## src/core/ucc_regs.svh

```systemverilog
// Register offsets, field positions, reset values and timing counts
`ifndef UCC_REGS_SVH
`define UCC_REGS_SVH

// Serial port addresses
`define UCC_ADDR_CFG1 5'h00
`define UCC_ADDR_CFG2 5'h01

// Instruction byte fields and frame length
`define UCC_INSTR_RD_BIT 7
`define UCC_INSTR_BITS 6'h08
`define UCC_FRAME_BITS 6'h28

// First control register fields
`define UCC_C1_MODE_HI 25
`define UCC_C1_MODE_LO 24
`define UCC_C1_AK_EN 9
`define UCC_C1_AK_AUTO 8
`define UCC_C1_DIG_PD 7
`define UCC_C1_DAC_PD 6
`define UCC_C1_REF_PD 5
`define UCC_C1_AUX_PD 4
`define UCC_C1_EXT_FAST 3
`define UCC_C1_AUTO_PD 2
`define UCC_C1_THREE_WIRE 1
`define UCC_C1_LSB_FIRST 0
`define UCC_C1_MASK 32'h030003ff
`define UCC_C1_RESET 32'h00000000

// Second control register fields
`define UCC_C2_DUAL_EN 31
`define UCC_C2_DUAL_LSB 30
`define UCC_C2_EARLY_FS 29
`define UCC_C2_ASF_PROF 24
`define UCC_C2_INT_UPD 23
`define UCC_C2_MASK 32'he1800000
`define UCC_C2_RESET 32'h00000000

// Operating modes
`define UCC_MODE_QUAD 2'h0
`define UCC_MODE_TONE 2'h1

// Baseband flush length in clock cycles
`define UCC_FLUSH_CYC 16

`endif

```

## src/core/ucc_pkg.sv

```systemverilog
// Types shared by the upconverter control register block
package ucc_pkg;

	typedef enum logic [2:0] {
		UCC_APD_RUN = 3'b001,
		UCC_APD_FLUSH = 3'b010,
		UCC_APD_STOP = 3'b100
	} ucc_apd_t;

	typedef struct packed {
		logic [31:0] cfg1_sh;
		logic [31:0] cfg2_sh;
		logic [31:0] cfg1_act;
		logic [31:0] cfg2_act;
		logic [2:0] upd_sync;
		logic [1:0] txen_sync;
		logic [1:0] pwdn_sync;
		ucc_apd_t apd;
		logic [7:0] flush_cnt;
		logic upd_out;
	} ucc_ctl_t;

	typedef struct packed {
		logic [2:0] sclk_s;
		logic [1:0] csn_s;
		logic [1:0] sdi_s;
		logic [5:0] cnt;
		logic [7:0] instr;
		logic [31:0] sh;
		logic [31:0] rd_word;
		logic sdo;
		logic wr;
	} ucc_sio_st_t;

endpackage

```

## src/core/ucc_sio_if.sv

```systemverilog
// Link between the serial port shifter and the register bank
`timescale 1ns/10ps
interface ucc_sio_if;
	logic wr_valid;
	logic [4:0] addr;
	logic [31:0] wr_data;
	logic [31:0] rd_data;
	logic lsb_first;
	logic three_wire;

	modport port (output wr_valid, output addr, output wr_data,
		input rd_data, input lsb_first, input three_wire);
	modport regs (input wr_valid, input addr, input wr_data,
		output rd_data, output lsb_first, output three_wire);
endinterface

```

## src/core/ucc_sio.sv

```systemverilog
// Serial programming port shifter
`timescale 1ns/10ps
`include "ucc_regs.svh"
module ucc_sio
	import ucc_pkg::*;
(
	input wire logic ref_clk_i,
	input wire logic rstn_i,
	input wire logic sclk_i,
	input wire logic cs_n_i,
	input wire logic sdio_i,
	output logic sdo_bit_o,
	output logic sdio_oe_o,
	output logic sdo_oe_o,
	ucc_sio_if.port sio
);
	ucc_sio_st_t q;
	ucc_sio_st_t d;
	logic rise;
	logic fall;
	logic bit_in;
	logic rd_phase;
	logic [31:0] word;

	assign rise = q.sclk_s[1] & ~q.sclk_s[2];
	assign fall = ~q.sclk_s[1] & q.sclk_s[2];
	assign bit_in = q.sdi_s[1];
	assign rd_phase = ~q.csn_s[1] & q.instr[`UCC_INSTR_RD_BIT] & (q.cnt >= `UCC_INSTR_BITS);

	always_comb begin
		d = q;
		word = q.rd_word;
		d.sclk_s = {q.sclk_s[1:0], sclk_i};
		d.csn_s = {q.csn_s[0], cs_n_i};
		d.sdi_s = {q.sdi_s[0], sdio_i};
		d.wr = 1'b0;
		if (q.csn_s[1]) begin
			d.cnt = 6'h00;
			d.instr = 8'h00;
		end else if (rise && q.cnt < `UCC_FRAME_BITS) begin
			// Shift order follows the active bit-order setting
			if (q.cnt < `UCC_INSTR_BITS) begin
				d.instr = sio.lsb_first ? {bit_in, q.instr[7:1]} : {q.instr[6:0], bit_in};
			end else begin
				d.sh = sio.lsb_first ? {bit_in, q.sh[31:1]} : {q.sh[30:0], bit_in};
			end
			d.cnt = q.cnt + 6'h01;
			if (q.cnt == `UCC_FRAME_BITS - 6'h01 && !q.instr[`UCC_INSTR_RD_BIT]) begin
				d.wr = 1'b1;
			end
		end else if (fall && rd_phase) begin
			// Word is captured at the first data fall so late writes are seen
			word = (q.cnt == `UCC_INSTR_BITS) ? sio.rd_data : q.rd_word;
			d.sdo = sio.lsb_first ? word[0] : word[31];
			d.rd_word = sio.lsb_first ? {1'b0, word[31:1]} : {word[30:0], 1'b0};
		end
	end

	always_ff @(posedge ref_clk_i) begin
		if (!rstn_i) begin
			q <= '{sclk_s: 3'h0, csn_s: 2'h3, sdi_s: 2'h0, cnt: 6'h00, instr: 8'h00,
				sh: 32'h0, rd_word: 32'h0, sdo: 1'b0, wr: 1'b0};
		end else begin
			q <= d;
		end
	end

	assign sio.wr_valid = q.wr;
	assign sio.addr = q.instr[4:0];
	assign sio.wr_data = q.sh;
	assign sdo_bit_o = q.sdo;
	// Two-wire mode turns the data pin round; three-wire uses the output pin
	assign sdio_oe_o = rd_phase & ~sio.three_wire;
	assign sdo_oe_o = rd_phase & sio.three_wire;
endmodule

```

## src/core/ucc_ctl.sv

```systemverilog
// Upconverter control and configuration register bank
`timescale 1ns/10ps
`include "ucc_regs.svh"

// Behaviour
// - Bit 9 enables amplitude keying
// - Bit 8 picks automatic keying, needs bit 9
// - Bit 7 stops core clocks immediately
// - Bit 6 powers down main converter
// - Bit 5 powers down reference input immediately
// - Bit 4 powers down auxiliary converter
// - Bit 3 picks fast or full pin power-down
// - Bit 2 flushes, stops clocks while transmit low
// - Auto power-down ignored in single tone
// - Bit 1 selects three-wire, input-only data pin
// - Bit 0 sets serial port bit order
// - Second register sits at address 0x01
// - Bit 31 selects dual serial data port
// - Dual serial honoured only in quadrature mode
// - Bit 30 sets dual serial bit order
// - Bit 29 sets early frame sync
// - Bit 24 picks profile amplitude in tone with keying off
// - Bit 23 immediate, internal update drives pin
module ucc_ctl
	import ucc_pkg::*;
#(
	parameter int FLUSH_CYCLES = `UCC_FLUSH_CYC
) (
	input wire logic ref_clk_i,
	input wire logic rstn_i,
	input wire logic sclk_i,
	input wire logic cs_n_i,
	input wire logic sdio_i,
	output logic sdio_o,
	output logic sdio_oe_o,
	output logic sdo_o,
	output logic sdo_oe_o,
	input wire logic io_update_i,
	output logic io_update_o,
	output logic io_update_oe_o,
	input wire logic transmit_enable_pin_i,
	input wire logic external_powerdown_pin_i,
	output logic [1:0] opmode_o,
	output logic amplitude_keying_en_o,
	output logic amplitude_keying_auto_o,
	output logic core_clk_en_o,
	output logic bb_flush_o,
	output logic dac_pd_o,
	output logic reference_clock_input_pd_o,
	output logic aux_dac_pd_o,
	output logic full_pd_o,
	output logic fast_pd_o,
	output logic three_wire_o,
	output logic lsb_first_o,
	output logic dual_serial_host_port_en_o,
	output logic dual_serial_lsb_first_o,
	output logic dual_serial_early_fsync_o,
	output logic amplitude_scale_factor_profile_o,
	output logic amplitude_scale_factor_bypass_o
);

	generate
		if (FLUSH_CYCLES < 1 || FLUSH_CYCLES > 255) begin : g_bad_flush
			$error("FLUSH_CYCLES must lie in 1..255");
		end
	endgenerate

	localparam logic [7:0] FLUSH_LAST = 8'(FLUSH_CYCLES - 1);

	function automatic logic is_tone(input logic [1:0] mode);
		return mode == `UCC_MODE_TONE;
	endfunction

	function automatic logic is_quad(input logic [1:0] mode);
		return mode == `UCC_MODE_QUAD;
	endfunction

	ucc_sio_if sio ();

	ucc_sio u_sio (
		.ref_clk_i(ref_clk_i),
		.rstn_i(rstn_i),
		.sclk_i(sclk_i),
		.cs_n_i(cs_n_i),
		.sdio_i(sdio_i),
		.sdo_bit_o(sdo_o),
		.sdio_oe_o(sdio_oe_o),
		.sdo_oe_o(sdo_oe_o),
		.sio(sio.port)
	);

	// Same bit on both pins; only the enable differs between wire modes
	assign sdio_o = sdo_o;

	ucc_ctl_t q;
	ucc_ctl_t d;
	logic upd_ext;
	logic upd_now;
	logic txen;
	logic [1:0] mode;
	logic apd_en;

	assign mode = q.cfg1_act[`UCC_C1_MODE_HI:`UCC_C1_MODE_LO];
	assign txen = q.txen_sync[1];
	assign upd_ext = q.upd_sync[1] & ~q.upd_sync[2];
	// Pin is only trusted as a strobe while it is an input
	assign upd_now = q.cfg2_act[`UCC_C2_INT_UPD] ? q.upd_out : upd_ext;
	assign apd_en = q.cfg1_act[`UCC_C1_AUTO_PD] & ~is_tone(mode);

	// Reads return written values so software sees what it wrote
	always_comb begin
		unique case (sio.addr)
			`UCC_ADDR_CFG1: sio.rd_data = q.cfg1_sh;
			`UCC_ADDR_CFG2: sio.rd_data = q.cfg2_sh;
			default: sio.rd_data = 32'h0;
		endcase
	end

	// Port format follows the active copy, so a change waits for an update
	assign sio.lsb_first = q.cfg1_act[`UCC_C1_LSB_FIRST];
	assign sio.three_wire = q.cfg1_act[`UCC_C1_THREE_WIRE];

	always_comb begin
		d = q;
		d.upd_sync = {q.upd_sync[1:0], io_update_i};
		d.txen_sync = {q.txen_sync[0], transmit_enable_pin_i};
		d.pwdn_sync = {q.pwdn_sync[0], external_powerdown_pin_i};
		d.upd_out = 1'b0;

		// Shadow to active transfer
		if (upd_now) begin
			d.cfg1_act = q.cfg1_sh;
			d.cfg2_act = q.cfg2_sh;
		end

		// A write in the update cycle lands after the transfer and waits
		if (sio.wr_valid) begin
			unique case (sio.addr)
				`UCC_ADDR_CFG1: begin
					d.cfg1_sh = sio.wr_data & `UCC_C1_MASK;
					d.cfg1_act[`UCC_C1_DIG_PD] = sio.wr_data[`UCC_C1_DIG_PD];
					d.cfg1_act[`UCC_C1_REF_PD] = sio.wr_data[`UCC_C1_REF_PD];
				end
				`UCC_ADDR_CFG2: begin
					d.cfg2_sh = sio.wr_data & `UCC_C2_MASK;
					d.cfg2_act[`UCC_C2_INT_UPD] = sio.wr_data[`UCC_C2_INT_UPD];
				end
				default: begin
					d.cfg1_sh = q.cfg1_sh;
				end
			endcase
			// Internal mode issues its own strobe after each write
			if (d.cfg2_act[`UCC_C2_INT_UPD]) begin
				d.upd_out = 1'b1;
			end
		end

		// Automatic power-down sequencer
		unique case (q.apd)
			UCC_APD_RUN: begin
				if (apd_en && !txen) begin
					d.apd = UCC_APD_FLUSH;
					d.flush_cnt = 8'h00;
				end
			end
			UCC_APD_FLUSH: begin
				// Transmit back high before the flush ends: resume without stopping
				if (txen || !apd_en) begin
					d.apd = UCC_APD_RUN;
				end else if (q.flush_cnt == FLUSH_LAST) begin
					d.apd = UCC_APD_STOP;
				end else begin
					d.flush_cnt = q.flush_cnt + 8'h01;
				end
			end
			UCC_APD_STOP: begin
				if (txen || !apd_en) begin
					d.apd = UCC_APD_RUN;
				end
			end
			default: begin
				d.apd = UCC_APD_RUN;
			end
		endcase
	end

	always_ff @(posedge ref_clk_i) begin
		if (!rstn_i) begin
			q <= '{cfg1_sh: `UCC_C1_RESET, cfg2_sh: `UCC_C2_RESET,
				cfg1_act: `UCC_C1_RESET, cfg2_act: `UCC_C2_RESET,
				upd_sync: 3'h0, txen_sync: 2'h0, pwdn_sync: 2'h0,
				apd: UCC_APD_RUN, flush_cnt: 8'h00, upd_out: 1'b0};
		end else begin
			q <= d;
		end
	end

	// Update pin turns round as soon as the mode bit is written
	assign io_update_o = q.upd_out;
	assign io_update_oe_o = q.cfg2_act[`UCC_C2_INT_UPD];

	assign opmode_o = mode;

	// Amplitude keying
	assign amplitude_keying_en_o = q.cfg1_act[`UCC_C1_AK_EN];
	assign amplitude_keying_auto_o = q.cfg1_act[`UCC_C1_AK_EN]
		& q.cfg1_act[`UCC_C1_AK_AUTO];

	// Power control
	assign core_clk_en_o = ~q.cfg1_act[`UCC_C1_DIG_PD]
		& (q.apd != UCC_APD_STOP);
	assign bb_flush_o = (q.apd == UCC_APD_FLUSH);
	assign dac_pd_o = q.cfg1_act[`UCC_C1_DAC_PD];
	assign reference_clock_input_pd_o = q.cfg1_act[`UCC_C1_REF_PD];
	assign aux_dac_pd_o = q.cfg1_act[`UCC_C1_AUX_PD];
	assign full_pd_o = q.pwdn_sync[1] & ~q.cfg1_act[`UCC_C1_EXT_FAST];
	assign fast_pd_o = q.pwdn_sync[1] & q.cfg1_act[`UCC_C1_EXT_FAST];

	// Serial programming port format
	assign three_wire_o = q.cfg1_act[`UCC_C1_THREE_WIRE];
	assign lsb_first_o = q.cfg1_act[`UCC_C1_LSB_FIRST];

	// Data port; sub-settings mean nothing unless the dual port is live
	assign dual_serial_host_port_en_o = q.cfg2_act[`UCC_C2_DUAL_EN]
		& is_quad(mode);
	assign dual_serial_lsb_first_o = dual_serial_host_port_en_o
		& q.cfg2_act[`UCC_C2_DUAL_LSB];
	assign dual_serial_early_fsync_o = dual_serial_host_port_en_o
		& q.cfg2_act[`UCC_C2_EARLY_FS];

	// Amplitude source in single tone with keying off
	assign amplitude_scale_factor_profile_o = is_tone(mode)
		& ~q.cfg1_act[`UCC_C1_AK_EN] & q.cfg2_act[`UCC_C2_ASF_PROF];
	assign amplitude_scale_factor_bypass_o = is_tone(mode)
		& ~q.cfg1_act[`UCC_C1_AK_EN] & ~q.cfg2_act[`UCC_C2_ASF_PROF];

endmodule

```

## config.mk

```make
export PLATFORM = sky130hd
export DESIGN_NAME = ucc_ctl
export DESIGN_NICKNAME = d
export VERILOG_FILES = /design/src/core/ucc_pkg.sv /design/src/core/ucc_sio_if.sv /design/src/core/ucc_sio.sv /design/src/core/ucc_ctl.sv
export VERILOG_INCLUDE_DIRS = /design/src /design/src/core
export SDC_FILE = /design/constraint.sdc
export NUM_CORES = 1
export LEC_CHECK = 0
export ABC_CLOCK_PERIOD_IN_PS = 2380
export BUFFER_PORTS_ARGS = -buffer_cell sky130_fd_sc_hd__buf_4
export CORE_MARGIN = 2
export CORE_UTILIZATION = 61
export CTS_CLUSTER_SIZE = 40
export DETAILED_ROUTE_END_ITERATION = 10
export GPL_TIMING_DRIVEN = 1
export PLACE_DENSITY = 0.79
export SYNTH_ARGS = -nofsm -noshare
export SYNTH_HDL_FRONTEND = slang
export SYNTH_SLANG_ARGS = --single-unit
```

## constraint.sdc

```tcl
create_clock -name ref_clk_i -period 2.38 [get_ports ref_clk_i]
set_clock_uncertainty 0.05 [all_clocks]
set_input_delay 0.238 -clock ref_clk_i [delete_from_list [all_inputs] [get_ports ref_clk_i]]
set_output_delay 0.238 -clock ref_clk_i [all_outputs]
set_load 0.05 [all_outputs]
```

======== Yosys cells after proc, flatten, opt, wreduce, memory -nomap -nowiden ========
Index checks and enable logic that the tools add are counted.
W data, S select, Z words.
operators by class
  $add $sub $neg .......................... 2
  multiply operators ...................... 0
  div/mod/pow operators ................... 0
  order comparisons ....................... 3
  equal/unequal tests ..................... 14
  shifts and indexed selects .............. 0
  muxes and demuxes ....................... 25
  bitwise operators ....................... 31
  reductions and logical operators ........ 21
operator list
  kind                   count
  $mux W32               3
  $pmux W32 S2           1
  $mux W40               1
  $mux W8                3
  $and A1 B1 Y1          18
  $pmux W8 S2            1
  $not A1 Y1             13
  $mux W1                11
  $mux W11               1
  $mux W3                3
  $pmux W3 S3            1
  $reduce_and A3 Y1      3
  $add A8 B1 Y8 const B  1
  $eq A8 B4 Y1 const B   1
  $ne A2 B2 Y1 const B   4
  $reduce_and A2 Y1      4
  $add A6 B1 Y6 const B  1
  $eq A6 B4 Y1 const B   1
  $eq A6 B6 Y1 const B   1
  $ge A6 B4 Y1 const B   1
  $lt A6 B4 Y1 const B   1
  $lt A6 B6 Y1 const B   1
  $eq A5 B1 Y1 const B   1
  $logic_not A5 Y1       1
  14 further kinds       19
storage, ports and cells
  register bits after elaboration ......... 140
  bits in latches ......................... 0
  RAM bits ................................ 0
  ROM bits ................................ 0
  bits of input ports ..................... 8
  output and inout port bits .............. 24
  word-level logic and storage cells ...... 117
  memories ................................ 0

======== Depth between registers and ports, before layout ========
Gate-level depths: netlist of run 1.
  depth in word-level cells ............... 7
  depth in mapped cells ................... 9
  depth with buffers taken out ............ 6

======== Modules after synthesis ========
Synthesis of run 1 repeated with hierarchy kept, for this count alone.
unflattened totals
  cell total of the unflattened synthesis .. 652
  area, all modules ....................... 6625.1 um2
modules (own cells, without submodules)
  module   times used  cells an instance  area each (um2)  sequential area each (um2)
  ucc_sio  1           399                4372.9           1741.7
  ucc_ctl  1           253                2252.2           1061.0

======== Least setup slack after synthesis of run 1 ========
OpenSTA, ideal clock, no wires.
  kind .................................... register -> output
  from .................................... register q (netlist bit opmode_o[0])
  to ...................................... output port dual_serial_early_fsync_o
  arrival time ............................ 2.121 ns
  required time ........................... 2.092 ns
  path slack .............................. -0.029 ns
  cell stages (with the launch flop) ...... 3
  buffers on the path ..................... 0
  path through ............................ dfxtp_1 nor3b_1 and2_1
on the way
  longest elaborated chain between the ends .. 3
RTL lines
  what                                  RTL line        RTL
  start: declaration                    ucc_ctl.sv:95   ucc_ctl_t q;
  start signal: assignment              ucc_ctl.sv:189  q <= '{cfg1_sh: `UCC_C1_RESET, cfg2_sh: `UCC_C2_RESET,
  $logic_not A2 Y1 (no line)            n/a
  $and A1 B1 Y1                         ucc_ctl.sv:224  assign dual_serial_host_port_en_o = q.cfg2_act[`UCC_C2_DUAL_EN]
  named net dual_serial_host_port_en_o  ucc_ctl.sv:55   output logic dual_serial_host_port_en_o,
  $and A1 B1 Y1                         ucc_ctl.sv:228  assign dual_serial_early_fsync_o = dual_serial_host_port_en_o
  end: declaration                      ucc_ctl.sv:57   output logic dual_serial_early_fsync_o,
The timed path passes the listed nets, and every way through them passes these cells.

======== Final worst setup path of run 1 ========
  from .................................... register q (netlist bit opmode_o[0])
  to ...................................... output port amplitude_scale_factor_bypass_o
on the way
  longest elaborated chain between the ends .. 3
RTL lines
  what                         RTL line        RTL
  $eq A2 B1 Y1 (no line)       n/a
  $and A1 B1 Y1 (2 in series)  ucc_ctl.sv:234  assign amplitude_scale_factor_bypass_o = is_tone(mode)
  end: declaration             ucc_ctl.sv:59   output logic amplitude_scale_factor_bypass_o
Every way passes these cells.

==> metrics.md, run 1 <==
| Metric | Value |
|---|---|
| Status | complete, no violations |
| Num CTS Buffers | 17 |
| Via density | just under 6 |
| HP Class | reg -> reg |
| Layout cells sized above 1 | 13.5% |
| DIE HEIGHT | 104 um |
| Final HPWL DP | between 8000 and 9000 um |
| #FFs+latches synth | 140 |
| Share of power burned in registers | about 44% |
| Placed cell count | 798 |
| Syn_area_per_cell | 9.06 um2 |
| RSZ-0062 raised after global routing | false |
| Synth top area share | ~46% |
| CP cell instances | nor2b_1 -> nor3b_1 -> buf_4 |
| Static leakage | 2.49 nW |
| Capturing element type of the critical path | primary output |
| Period utilisation layout | between 80% and 90% |
| Fillcell total | roughly 730 |
| Nets | approximately 700 |
| Data arrival, critical path | ~1800 ps |
| Post-Route Setup TNS | 0 ps |
| First-pass GRT wire length | roughly 23000 um |
| Clock transition at path regs | 60 ps |
| Vias | ~5000 |
| Core Footprint | 9770 um2 |
| Die width | around 100 um |
| EDFF count, synth | 0 |
| # H-tree levels | 4 |
| Hold_ws | 367 ps |
| Initial antenna violation count | 0 |
| Die area | between 10000 and 15000 um2 |
| Final Hold Fails | 0 |
| Crit Path Max Fanout | 4 |
| Comb pwr share | under 10% |
| Pwr/cell area | 753 nW/um2 |
| Synth top cells by count | dfxtp_1 (140), nor2_1 (85), mux2i_1 (70), a21oi_1 (56), nand2_1 (45) |
| Drt pass-1 iters | 4 |
| Gate Count Post-Synth | around 680 |
| Rows | 36 |
| Post-synthesis async set-or-reset flop share | 0% |
| Clk Latency, worst-skew pair | about 530 ps |
| Residual DRC count | 0 |
| Max-slew violation count | 0 |
| Initial Util | 62.8% |
| CTS root buf | clkbuf_8 |
| Area Overhead vs Synth | 15.9% |
| Worst-Margin Slew | 566 ps |
| CTS Sinks | 140 |
| Area taken by multi-input logic gates | just over 3000 um2 |
| Netlist cell types | a little under 60 |
| Clock buffer depth | 2 |
| Most used DFF post-synth | dfxtp_1 |
| Total wire length | approximately 13000 um |
| Worst path slowest cell | nor2b_1 |
| Clock Power Share | a little over half |
| Worst slew margin | roughly three fifths |
| Gpl congestion | about 0.91 |
| Number of antenna-violating nets in the routed design | 0 |
| Initial drt markers | ~300 |
| Tmin final | roughly 2100 ps |
| Pint | about 4.3 mW |
| Post-Layout Cell Count | 837 |
| Synth warn | 0 |
| Post-synthesis sequential area ratio | 45.6% |
| Critical path class | reg -> out |
| Total Routing Usage GR | about a quarter |
| Worst vdd rail ir drop | between 0.0008 and 0.0009 V |
| Synth Net Count | 688 |
| Remaining Overflow, GRT | 0 |
| CP Launch Type | flip-flop |
| WL/cell | between 15 and 20 um |
| Sw frac | between 10% and 20% |
| Worst Path Required | between 2000 and 2500 ps |
| PortBufs | 31 |
| Top-level I/O count | 32 |
| Top post-synthesis cells by area | dfxtp_1 (46%), mux2i_1 (11%), nor2_1 (5.2%), a211oi_1 (5.1%), a21oi_1 (4.6%) |
| Final setup viols | 0 |
| Max Cap Viol | 0 |
| FF+latch area | about 2800 um2 |
| Switching power | 1.05 mW |
| Most frequent cell after synthesis | dfxtp_1 |
| CTS tree | done |
| Post-CTS setup buffers | 0 |
| Synth Cell Area | 6140 um2 |
| Synth area leader | dfxtp_1 |
| Vias in the first global route | ~4800 |
| CP max stage delay | approximately 400 ps |
| Largest net degree at the start of global routing | 65 |
| F_max | 485 MHz |
| Final core occ | a little over 70% |
| Ant. Diodes | 0 |
| Overall Power | between 5 and 6 mW |
==> path summary, 6_finish.rpt <==
kind / start / end / slack [ps] / cells past startpoint
worst min-delay path: u_sio.d[83] / u_sio.q[83] / 370 / 1
worst max-delay path: opmode_o[0] / amplitude_scale_factor_bypass_o / 320 / 3
worst min register to register: u_sio.d[83] / u_sio.q[83] / 370 / 1
worst max register to register: q[1] / q[8] / 360 / 6
==> cell families after synthesis <==
logic type                 share of synthesized area [%]
and+or+nand+nor                                     20.0
AOI/OAI and AO/OA                                   16.2
DFF                                                 45.6
muxes                                               11.8
buffers and inverters                               4.95
xor gates and xnor gates                           0.999
adders and majority gates                          0.408
==> placed cells by master (no fill, tap or decap), drive strengths merged, types with 3 or more instances in the layout <==
master / n
xor2: 5
mux2i: 70
a31oi: 5
nor2: 86
nor3: 16
dlygate4sd3: 7
o31ai: 3
nor2b: 3
clkbuf: 24
a211oi: 42
buf: 43
o221ai: 10
nor3b: 6
inv: 7
o211a: 3
nand2b: 6
and2: 19
or4: 4
nand2: 45
and3: 14
and3b: 3
a21oi: 59
o211ai: 4
or3: 3
nand4: 3
nand3: 26
bufinv: 4
o21ai: 14
dfxtp: 140
==> worst max-delay path, delay by kind of cell, from the launching register on <==
family                 cells  cell delay [ps]
buffers and inverters      1              230
flip-flops                 1              370
AND/OR/NAND/NOR            2              650
==> registers in the layout (all words and copies together) (netlist names), 2 cells and up <==
signal	cells
u_sio.q	43
d	4
u_sio.d	4
u_sio.sio.wr_data	32
u_sio.sio.addr	5
opmode_o	2
q	39
==> power groups by stage <==
stage | Sequential, mW | Combinational [mW] | Clock [mW]
after floorplan | 2.41 | 0.0647 | 0
after global placement | 2.41 | 0.0871 | 0
after detailed placement | 2.41 | 0.0899 | 0
after CTS | 2.36 | 0.0998 | 2.93
after global routing | 2.36 | 0.109 | 3.04
final | 2.36 | 0.0991 | 2.90
==> layout make-up <==
| class | count | area share (%) |
|---|---|---|
| well taps | 133 | 2.34 |
| inverters | 6 | 0.317 |
| multi-input cells | 476 | 42.7 |
| clock inverters | 8 | 2.11 |
| flip-flops and latches | 140 | 39.4 |
| repair buffers | 50 | 5.87 |
| clock buffers | 24 | 7.19 |
==> metrics by stage <==
step | instance area [um2] | setup WS, ps
after floorplan | 6140 | 234
after global placement | 6380 | 517
after detailed placement | 6380 | 371
after CTS | 7110 | 296
after global routing | 7110 | 222
final | 7110 | 317
==> routing by layer <==
metal / track usage (%) / part of all wire [%] / vias to the layer above
met5: 0 / 0 / -
met4: 7.92 / 1.1 / 0
met3: 7.08 / 5.3 / 14
met2: 40.6 / 48 / 132
met1: 33.3 / 46 / 2339
li1: - / - / 2446
==> repair_timing <==
item                      4_1_cts  5_1_grt
hold endpoints to repair        9        0
hold buffers                    7        0
resized for setup               0        0
Power figures use the tool's default switching activity.
==> run 2, diff against run 1 <==
CORE_UTILIZATION = 30   (was 61)
PLACE_DENSITY = default   (was 0.79)
REMOVE_ABC_BUFFERS = 1   (was default)
==> run 2 against run 1 <==
Compared with the run above: critical path depth up 2; total power down 6.4%; count of clock-buffer cells in the layout is the same; worst hold slack lost 260 ps; sequential power about the same; maximum frequency rose by 2.5%; critical path type is now reg -> reg.
==> metrics.md, run 2 (same netlist as run 1, synthesis figures left out) <==
| Metric | Value |
|---|---|
| Worst vdd rail ir drop | 0.000462 V |
| Largest net degree at the start of global routing | 84 |
| HP Class | in -> reg |
| Hold Path Depth | 2 |
| Initial antenna violation count | 0 |
| Remaining Overflow, GRT | 0 |
| Clock buffer depth | 2 |
| Clock transition at path regs | roughly 50 ps |
| Num CTS Buffers | 17 |
| Layout cells sized above 1 | 12.7% |
| Status | complete, no violations |
| Total Routing Usage GR | approximately 12% |
| Worst Path Required | about 2600 ps |
| Area Overhead vs Synth | 17.0% |
| DRT met1 WL | 6660 um |
| Initial drt markers | around 300 |
| Die width | 147 um |
| CTS root buf | clkbuf_16 |
| Max-slew violation count | 0 |
| Top-level I/O count | 32 |
| Gpl congestion | a little under 0.8 |
| Met2 Routed Length | between 6000 and 7000 um |
| Clk Latency, worst-skew pair | a little over 400 ps |
| Crit path setup slack, layout | 367 ps |
| Post-Place Setup Slack | between 300 and 400 ps |
| DIE HEIGHT | roughly 150 um |
| Reg2reg start | u_sio.sio.addr[1] |
| CP Launch Type | flip-flop |
| Vias | about 4800 |
| Crit Path Max Fanout | 14 |
| First-pass GRT wire length | ~22000 um |
| CTS tree | done |
| Die area | around 22000 um2 |
| Final Hold Fails | 0 |
| Met3 routed WL | 420 um |
| Pwr/cell area | around 700 nW/um2 |
| Residual DRC count | 0 |
| Static leakage | between 2 and 2.5 nW |
| Post-Route Setup TNS | 0 ps |
| Via density | about 4.9 |
| Ant. Diodes | 0 |
| Nets | 699 |
| Total wire length | roughly 13000 um |
| CTS resizes | 0 |
| # H-tree levels | 4 |
| Data arrival, critical path | 2250 ps |
| Vias in the first global route | between 4000 and 5000 |
| Overall Power | 5.01 mW |
| Period utilisation layout | approximately 85% |
| Final setup viols | 0 |
| Core Footprint | slightly above 20000 um2 |
| Commonest non-fill, non-tap cell in the layout | dfxtp_1 |
| Tmin final | ~2000 ps |
| Capturing element type of the critical path | flip-flop |
| Max Cap Viol | 0 |
| Highest Signal Layer | met4 |
| WL/cell | around 14 um |
| RSZ-0062 raised after global routing | false |
| Critical path class | reg -> reg |
| Hold endpoint | u_sio.d[83] |
| Rows | 52 |
| R2R Path End | q[139] |
| Max reg flops | 43 |
| Worst-Margin Slew | ~660 ps |
| R2R setup slack | 370 ps |
| Drt pass-1 iters | 4 |
| Hold Startpoint | rstn_i |
| Worst slew margin | a little under three fifths |
| R2R depth | 5 |
| CTS Sinks | 140 |
| PortBufs | 31 |
| Commonest non-fill, non-tap cells in the layout | dfxtp_1 (139), nor2_1 (85), mux2i_1 (70) |
| Biggest register | u_sio.q |
| Final HPWL DP | 8610 um |
| F_max | a little under 500 MHz |
| Number of antenna-violating nets in the routed design | 0 |
| Initial Util | between 30% and 40% |
-- run 2: cell types whose count changed in the layout (fill, tap and decap cells not counted), sizes merged --
| cell | change |
|---|---|
| inv | -1 |
| clkinv | +3 |
| buf | -1 |
| dlygate4sd3 | -1 |
| clkinvlp | -1 |
| bufinv | -2 |
-- run 2: critical path, stage by stage, from the launching register on --
cell     delay (ps)
dfxtp_1         350
or4_4           600
nor2_4          240
nand2_1         380
nand2_1         190
a21oi_1          80
-- run 2: worst max path at each step --
stage                           start                         to  slack (ps)  cells past startpoint
floorplan                 lsb_first_o                u_sio.q[10]       -1340                      2
global placement    u_sio.sio.addr[1]                     q[118]         450                      5
detailed placement  u_sio.sio.addr[1]                     q[139]         380                      5
CTS                       opmode_o[0]  dual_serial_early_fsync_o         310                      3
global route        u_sio.sio.addr[1]                     q[121]         210                      5
finish              u_sio.sio.addr[1]                     q[139]         370                      5
-- run 2: layout make-up --
cell class                 count  area (um2)
fill                        2127       13000
clock inverter                 7        88.8
tap                          270         338
multi-input combinational    476        3030
inverter                       6        22.5
clock buffer                  24         482
timing repair buffer          48         413
sequential                   140        2810
-- run 2: what timing repair did --
item | CTS | global route
setup endpoints to repair | 0 | 0
hold endpoints to repair | 6 | 0
buffers inserted | 0 | 0
hold buffers | 6 | 0
-- run 2: stage by stage --
stage | instances | hold slack (ps) | instance area [um2] | utilization (%)
3_5_place_dp | 934 | 343 | 6550 | 32.5
6_report | 971 | 111 | 7180 | 35.6
5_1_grt | 971 | 113 | 7180 | 35.6
4_1_cts | 971 | 99.9 | 7180 | 35.6
2_1_floorplan | 622 | 261 | 5860 | -
3_3_place_gp | 934 | 345 | 6550 | 32.5
-- run 2: power by group --
group	internal (mW)	leakage, nW	total, mW	switching [mW]
registers	2.35	1.13	2.36	0.00574
clock network	1.61	0.284	2.55	0.938
logic	0.0381	1.03	0.101	0.0633
total	4.01	2.44	5.01	1.01
-- run 2: layer usage --
layer	global-route usage, %	up-vias
met5	0	-
met4	4.13	0
met3	3.17	13
met2	19.5	72
met1	16.8	2258
li1	-	2448
